==> src/hw/safh_cfg.svh <==
/*
 Constants for the servo axis filter and homing block.
 Assumes a 20 MHz system clock; included by every design file except the package.
*/
`ifndef SAFH_CFG_SVH
`define SAFH_CFG_SVH
`define SAFH_CLK_HZ          20000000
`define SAFH_UPDATE_HZ       2048
`define SAFH_UPDATE_CYCLES   (`SAFH_CLK_HZ / `SAFH_UPDATE_HZ)
`define SAFH_SEL_FF          3'h5
`define SAFH_SEL_DIR_CCW     3'h1
`define SAFH_SEL_DIR_CW      3'h2
`define SAFH_HOME_FAST_SPS   16'h03b6
`define SAFH_HOME_SLOW_SPS   16'h00c0
`define SAFH_DIRECT_MAX      16'h7fff
`define SAFH_CMD_W           16
`define SAFH_CMD_FULL        16'h7fff
`endif

==> src/hw/safh_pkg.sv <==
/*
 Types for the servo axis filter and homing block.
 Assumes safh_cfg.svh is available on the include path.
*/
package safh_pkg;
	typedef enum logic [2:0] {
		SAFH_LAW_THREE   = 3'b001,
		SAFH_LAW_FF      = 3'b010,
		SAFH_LAW_DIRECT  = 3'b100
	} safh_law_type;
	typedef enum logic [7:0] {
		SAFH_H_IDLE  = 8'b00000001,
		SAFH_H_SEEK  = 8'b00000010,
		SAFH_H_STOP1 = 8'b00000100,
		SAFH_H_FAST  = 8'b00001000,
		SAFH_H_SLOW  = 8'b00010000,
		SAFH_H_INDEX = 8'b00100000,
		SAFH_H_DONE  = 8'b01000000,
		SAFH_H_HALT  = 8'b10000000
	} safh_home_type;
endpackage

==> src/hw/safh_top.sv <==
/*
 Servo axis: law selection, rates, homing search, periodic update.
 Assumes synchronous inputs and one 20 MHz clock.
*/
`include "safh_cfg.svh"
module safh_top
	import safh_pkg::*;
#(
	parameter int UPDATE_CYCLES = `SAFH_UPDATE_CYCLES
) (
	input  wire logic               clk_sys,      // System clock
	input  wire logic               rst_n,        // Async reset, low
	input  wire logic               ce,           // Clock enable
	input  wire logic               sel_wr,       // Filter select write
	input  wire logic [2:0]         sel_val,      // Filter select value
	input  wire logic               prof_wr,      // Profile command
	input  wire logic [15:0]        prof_speed,   // Max speed, steps/s
	input  wire logic [31:0]        prof_accel,   // Accel, steps/s2
	input  wire logic [7:0]         prof_kp,      // Proportional gain
	input  wire logic [7:0]         prof_ki,      // Integral gain
	input  wire logic [7:0]         prof_kd,      // Derivative gain
	input  wire logic               vff_wr,       // Velocity ff write
	input  wire logic               aff_wr,       // Accel ff write
	input  wire logic [15:0]        gain_val,     // Gain write data
	input  wire logic               decel_wr,     // Decel write
	input  wire logic [31:0]        decel_val,    // Decel value
	input  wire logic               hdir_wr,      // Homing dir write
	input  wire logic signed [15:0] hdir_val,     // Homing dir value
	input  wire logic               home_start,   // Search and zero
	input  wire logic               home_in,      // Home input, high on
	input  wire logic               index_in,     // Index marker
	input  wire logic               index_conn,   // Index connected
	input  wire logic               at_rest,      // Ramp reached zero
	input  wire logic signed [15:0] pos_err,      // Position error
	input  wire logic signed [15:0] vel,          // Current velocity
	output safh_pkg::safh_law_type  law,          // Active law
	output logic signed [15:0]      cmd,          // Analog command
	output logic                    update,       // Update strobe
	output logic [31:0]             accel_rate,   // Acceleration rate
	output logic [31:0]             decel_rate,   // Deceleration rate
	output logic [15:0]             move_speed,   // Speed request
	output logic                    move_cw,      // Move clockwise
	output logic                    move_run,     // Motion requested
	output logic                    hard_stop,    // Hard stop pulse
	output logic                    pos_clear,    // Clear position pulse
	output logic                    home_busy,    // Homing in progress
	output logic                    home_done     // Homing complete
);
	import safh_pkg::*;

	logic [2:0]         sel;
	logic               profiled;
	logic [7:0]         kp;
	logic [15:0]        kvff;
	logic [15:0]        kaff;
	logic               hrev;
	logic [15:0]        max_speed;
	logic [15:0]        tick;
	logic               calc;
	logic signed [15:0] last_vel;
	logic signed [15:0] dvel;
	logic               home_q;
	safh_home_type      hs;

	// Selection only sticks before the first profile
	always_ff @(posedge clk_sys or negedge rst_n) begin
		if (!rst_n)
			sel <= 3'h0;
		else if (ce && sel_wr && !profiled)
			sel <= sel_val;
	end

	// Law is latched by the profile, so direct mode waits for it
	always_ff @(posedge clk_sys or negedge rst_n) begin
		if (!rst_n) begin
			profiled <= 1'b0;
			law      <= SAFH_LAW_THREE;
		end else if (ce && prof_wr) begin
			profiled <= 1'b1;
			if (sel == `SAFH_SEL_FF)
				law <= SAFH_LAW_FF;
			else if (sel == `SAFH_SEL_DIR_CCW || sel == `SAFH_SEL_DIR_CW)
				law <= SAFH_LAW_DIRECT;
			else
				law <= SAFH_LAW_THREE;
		end
	end

	// Integral and derivative gains are not stored: no law here uses them
	always_ff @(posedge clk_sys or negedge rst_n) begin
		if (!rst_n) begin
			kp        <= 8'h00;
			max_speed <= 16'h0000;
		end else if (ce && prof_wr) begin
			kp        <= prof_kp;
			max_speed <= prof_speed;
		end
	end

	always_ff @(posedge clk_sys or negedge rst_n) begin
		if (!rst_n) begin
			kvff <= 16'h0000;
			kaff <= 16'h0000;
		end else if (ce) begin
			if (vff_wr)
				kvff <= gain_val;
			if (aff_wr)
				kaff <= gain_val;
		end
	end

	// A profile in the same cycle as a decel write wins
	always_ff @(posedge clk_sys or negedge rst_n) begin
		if (!rst_n) begin
			accel_rate <= 32'h0;
			decel_rate <= 32'h0;
		end else if (ce) begin
			if (prof_wr) begin
				accel_rate <= prof_accel;
				decel_rate <= prof_accel;
			end else if (decel_wr)
				decel_rate <= decel_val;
		end
	end

	always_ff @(posedge clk_sys or negedge rst_n) begin
		if (!rst_n)
			hrev <= 1'b0;
		else if (ce && hdir_wr)
			hrev <= (hdir_val == 16'sd1);
	end

	// Update timer
	always_ff @(posedge clk_sys or negedge rst_n) begin
		if (!rst_n) begin
			tick <= 16'h0000;
			calc <= 1'b0;
		end else if (ce) begin
			calc <= (tick == 16'(UPDATE_CYCLES - 1));
			if (tick == 16'(UPDATE_CYCLES - 1))
				tick <= 16'h0000;
			else
				tick <= tick + 16'h0001;
		end
	end

	// Change is taken at the update that uses it, not one period late
	always_comb begin
		dvel = vel - last_vel;
	end

	always_ff @(posedge clk_sys or negedge rst_n) begin
		if (!rst_n) begin
			update   <= 1'b0;
			last_vel <= 16'sh0000;
		end else if (ce) begin
			update <= calc;
			if (calc)
				last_vel <= vel;
		end
	end

	safh_law u_law (
		.clk_sys (clk_sys),
		.rst_n   (rst_n),
		.ce      (ce),
		.calc    (calc),
		.law     (law),
		.dir_cw  (sel == `SAFH_SEL_DIR_CW),
		.pos_err (pos_err),
		.dvel    (dvel),
		.vel     (vel),
		.kp      (kp),
		.kaff    (kaff),
		.kvff    (kvff),
		.cmd     (cmd)
	);

	always_ff @(posedge clk_sys or negedge rst_n) begin
		if (!rst_n)
			home_q <= 1'b0;
		else if (ce)
			home_q <= home_in;
	end

	// Homing search
	always_ff @(posedge clk_sys or negedge rst_n) begin
		if (!rst_n) begin
			hs         <= SAFH_H_IDLE;
			move_speed <= 16'h0000;
			move_cw    <= 1'b0;
			move_run   <= 1'b0;
			hard_stop  <= 1'b0;
			pos_clear  <= 1'b0;
			home_done  <= 1'b0;
		end else if (ce) begin
			hard_stop <= 1'b0;
			pos_clear <= 1'b0;
			unique case (hs)
			SAFH_H_IDLE, SAFH_H_DONE: begin
				if (home_start) begin
					hs         <= SAFH_H_SEEK;
					move_speed <= max_speed;
					move_cw    <= hrev;
					move_run   <= 1'b1;
					home_done  <= 1'b0;
				end
			end
			SAFH_H_SEEK: begin
				if (home_in && !home_q) begin
					hs       <= SAFH_H_STOP1;
					move_run <= 1'b0;
				end
			end
			SAFH_H_STOP1: begin
				if (at_rest) begin
					hs         <= SAFH_H_FAST;
					move_speed <= `SAFH_HOME_FAST_SPS;
					move_cw    <= !hrev;
					move_run   <= 1'b1;
				end
			end
			SAFH_H_FAST: begin
				if (home_in && !home_q) begin
					hs         <= SAFH_H_SLOW;
					move_speed <= `SAFH_HOME_SLOW_SPS;
				end
			end
			SAFH_H_SLOW: begin
				if (!home_in && home_q) begin
					move_run  <= 1'b0;
					hard_stop <= 1'b1;
					hs        <= SAFH_H_HALT;
				end
			end
			SAFH_H_HALT: begin
				if (index_conn) begin
					hs         <= SAFH_H_INDEX;
					move_speed <= `SAFH_HOME_SLOW_SPS;
					move_cw    <= hrev;
					move_run   <= 1'b1;
				end else begin
					pos_clear <= 1'b1;
					home_done <= 1'b1;
					hs        <= SAFH_H_DONE;
				end
			end
			SAFH_H_INDEX: begin
				if (index_in) begin
					move_run  <= 1'b0;
					hard_stop <= 1'b1;
					pos_clear <= 1'b1;
					home_done <= 1'b1;
					hs        <= SAFH_H_DONE;
				end
			end
			default: hs <= SAFH_H_IDLE;
			endcase
		end
	end

	always_ff @(posedge clk_sys or negedge rst_n) begin
		if (!rst_n)
			home_busy <= 1'b0;
		else if (ce)
			home_busy <= !(hs == SAFH_H_IDLE || hs == SAFH_H_DONE);
	end
endmodule // safh_top

==> src/hw/safh_law.sv <==
/*
 Command law: feedforward sum, direct output, scaling and clamp.
 Assumes operands are stable while calc is high.
*/
`include "safh_cfg.svh"
module safh_law (
	input  wire logic               clk_sys, // System clock
	input  wire logic               rst_n,   // Async reset, low
	input  wire logic               ce,      // Clock enable
	input  wire logic               calc,    // Update strobe
	input  wire logic [2:0]         law,     // One-hot law
	input  wire logic               dir_cw,  // Direct polarity
	input  wire logic signed [15:0] pos_err, // Position error
	input  wire logic signed [15:0] dvel,    // Velocity change
	input  wire logic signed [15:0] vel,     // Current velocity
	input  wire logic [7:0]         kp,      // Proportional gain
	input  wire logic [15:0]        kaff,    // Accel ff gain
	input  wire logic [15:0]        kvff,    // Velocity ff gain
	output logic signed [15:0]      cmd      // Command output
);
	function automatic logic signed [15:0] sat(input logic signed [47:0] v);
		if (v > 48'sd32767)
			sat = 16'sh7fff;
		else if (v < -48'sd32767)
			sat = -16'sh7fff;
		else
			sat = v[15:0];
	endfunction

	logic signed [47:0] sum;
	logic        [15:0] dmag;
	always_comb begin
		sum = 48'(pos_err * $signed({1'b0, kp}))
			+ 48'(dvel * $signed({1'b0, kaff}))
			+ 48'(vel * $signed({1'b0, kvff}));
		dmag = (kvff > `SAFH_DIRECT_MAX) ? `SAFH_DIRECT_MAX : kvff;
	end

	always_ff @(posedge clk_sys or negedge rst_n) begin
		if (!rst_n)
			cmd <= 16'sh0000;
		else if (ce && calc) begin
			if (law[2])
				cmd <= dir_cw ? $signed(dmag) : -$signed(dmag);
			else if (law[1])
				cmd <= sat(sum >>> 8);
			else
				cmd <= sat(48'(pos_err * $signed({1'b0, kp})));
		end
	end
endmodule // safh_law

==> config.mk <==
export PLATFORM = sky130hd
export DESIGN_NAME = safh_top
export DESIGN_NICKNAME = d
export VERILOG_FILES = /design/src/hw/safh_pkg.sv /design/src/hw/safh_top.sv /design/src/hw/safh_law.sv
export VERILOG_INCLUDE_DIRS = /design/src /design/src/hw
export SDC_FILE = /design/constraint.sdc
export NUM_CORES = 2
export LEC_CHECK = 0
export ABC_CLOCK_PERIOD_IN_PS = 15870
export BUFFER_PORTS_ARGS = -buffer_cell sky130_fd_sc_hd__buf_2
export CAP_MARGIN = 10
export CORE_AREA = 3 3 258 260
export DETAILED_ROUTE_END_ITERATION = 16
export DIE_AREA = 0 0 261 263
export PLACE_DENSITY = 0.76
export SYNTH_ARGS = -nofsm -noshare
export SYNTH_HDL_FRONTEND = slang
export SYNTH_SLANG_ARGS = --single-unit
==> constraint.sdc <==
create_clock -name clk_sys -period 15.87 [get_ports clk_sys]
set_input_delay 0.7935 -clock clk_sys [delete_from_list [all_inputs] [get_ports clk_sys]]
set_output_delay 0.7935 -clock clk_sys [all_outputs]
set_load 0.01 [all_outputs]
==> reports/metrics.yaml <==
status: "completed"
crit_path_max_fanout: 17
ys_warn_count: 0
htree_levels: 1
hold_buffers: 0
critical_path.startpoint_type: "flip-flop"
layout_common_cells: "inv_1 (780), fa_1 (585), nand2_1 (496), ha_1 (283), buf_2 (273)"
arrival_ns: 13.23
critPathMaxStageDelay_ns: 0.73
avgSynthCellArea_um2: 9.34
worst-setup-path-type: "flip-flop to flip-flop"
cap_violations: 0
root_buffer: "clkbuf_16"
syn_nets: 4714
grt.total_usage_pct: 26.2
cts_tree: "yes"
clk_pin_slew_worst_paths_ns: 0.07
rsz0062_at_grt: "no"
reg2reg_depth: 39
worstSetupEndpointType: "flip-flop"
antenna_found_initial: 17
drv_slew: 0
grt_remaining_overflow: 0
slew_headroom_pct: 23.7
grt_pass1_wl_mm: 144
drt_wl_total_mm: 86.5
utilization_pct: 57.5
finalSetupViolCount: 0
io_buffers: 274
gp_congestion: 0.915
async_flop_share_pct: 100
grt_pass1_vias: 27079
synth_enable_flop_cells: 0
dr.pass1.iters: 5
synthFlopType: "dfrtp_1"
vias: 25389
synthDistinctLibCells: 110
nets: 4888
drc: 0
nFillCells: 5486
layout_commonest_cell: "inv_1"
io_pins: 291
post_cts_buffers: 0
crit_required_ns: 16.25
skew_ns: 0.0447
drive_gt1_share_pct: 13.6
hold_path_class: "input pin to asynchronous set/reset pin"
drtIter0Drc: 1732
multi_input_area_um2: 25400
ys_seq_area_share_pct: 15.3
clock_sinks: 209
floorplan.initialDensity_pct: 53.1
detail_route.wl_per_cell_um: 18.3
place_hpwl_mm: 71.1
period_needed_ns: 12.85
area_growth_pct: 8.32
grt_max_degree: 83
cts_resized: 0
core_area_um2: 64300
crit_top_cell: "fa_1"
fmax_mhz: 77.8
cts_buffer_depth: 3
drtAntennaViolNets: 0
synth.cell_area_um2: 34200
ys_ff_latch: 209
synth_cells: 3661
placementRows: 93
dieHeight_um: 263
viasPerCell: 5.39
numCtsBuffers: 22
worst_slew_pin_slew_ns: 1.14
post-route-period-util_pct: 81.0
die_w_um: 261
cpMaxStageDelayCell: "dfrtp_1"
regArea_um2: 5230
tns_ns: 0
insertion_delay_ns: 0.56
hold_viol: 0
fp.dieArea_um2: 68600
[worst max-delay path: cells and delay by family (launching register included)]
kind | cells | cell delay [ns]
fa+ha+maj | 14 | 6.80
flops | 1 | 0.73
buf+inv | 9 | 0.58
xor+xnor | 1 | 0.17
compound gates | 8 | 2.39
simple gates | 7 | 1.97
[worst paths after layout]
| check | from | end | slack, ns |
|---|---|---|---|
| max | kp[0] | u_law.cmd[3] | 3.02 |
| max in group asynchronous | rst_n | tick[11] | 13.49 |
| min reg2reg | decel_rate[2] | decel_rate[2] | 0.47 |
| min | rst_n | kp[6] | 0.22 |
| min in group clk_sys | prof_kp[3] | kp[3] | 0.46 |
| max reg2reg | kp[0] | u_law.cmd[3] | 3.02 |
[cell type report]
cell class,instances,area share [%]
multi-input cells,2518,68.6
flip-flops and latches,209,14.1
inverters,781,7.92
repair buffers,303,4.32
well taps,855,2.89
clock buffers,27,1.59
clock inverters,12,0.490
diodes,9,0.0608
[logic make-up (layout without fill, tap and decap cells)]
family / count (synthesis) / count (layout) / synth area share (%)
AOI/OAI and AO/OA: 367 / 367 / 7.69
xor gates and xnor gates: 85 / 85 / 2.26
adders and majority gates: 868 / 868 / 44.6
buffers and inverters: 934 / 1123 / 10.5
DFF: 209 / 209 / 15.3
muxes: 146 / 146 / 4.68
other: 0 / 9 / 0
and+or+nand+nor: 1052 / 1052 / 15.0
[metrics by stage]
step	area, um^2	hold WS, ns	std cells	setup slack [ns]
after floorplan	34200	0.424	3661	4.61
after global placement	36200	0.444	4666	3.02
after detailed placement	36200	0.443	4666	2.98
after CTS	37000	0.265	4705	3.06
after global routing	37000	0.268	4708	2.32
final	37000	0.223	4714	3.02
[registers in the layout, indices dropped and copies added, names as in the netlist, 3 cells and up]
| register | cells |
|---|---|
| accel_rate | 32 |
| decel_rate | 32 |
| hs | 8 |
| kaff | 16 |
| kp | 8 |
| kvff | 16 |
| last_vel | 16 |
| law | 3 |
| max_speed | 16 |
| move_speed | 16 |
| sel | 3 |
| tick | 16 |
| u_law.cmd | 16 |
[synthesized netlist by cell type (19+ instances only)]
| cell | count | share of area (%) |
|---|---|---|
| inv_1 | 780 | 8.6 |
| dfrtp_1 | 207 | 15 |
| a21o_1 | 23 | 0.51 |
| nor2_1 | 106 | 1.2 |
| mux2_2 | 111 | 3.7 |
| clkbuf_1 | 128 | 1.4 |
| o21ai_0 | 105 | 1.5 |
| fa_1 | 585 | 34 |
| nor2b_1 | 41 | 0.75 |
| nor3_1 | 23 | 0.34 |
| xor2_1 | 30 | 0.77 |
| nand2b_1 | 19 | 0.35 |
| and2_1 | 224 | 4.1 |
| nand3_1 | 23 | 0.34 |
| xnor2_1 | 53 | 1.4 |
| ha_1 | 283 | 10 |
| a21oi_1 | 72 | 1.1 |
| nand2_1 | 498 | 5.5 |
| mux2i_1 | 35 | 1.0 |
[per-layer routing]
metal | vias to the layer above | track usage (%) | wire [um]
met5 | - | 0 | 105
met4 | 14 | 5.53 | 2010
met3 | 140 | 8.00 | 8790
met2 | 901 | 41.6 | 40000
met1 | 12657 | 35.8 | 35600
li1 | 11677 | - | -
Power is not shown: default switching activity piles up to over one toggle a cycle in this logic, so the estimate is an artifact.
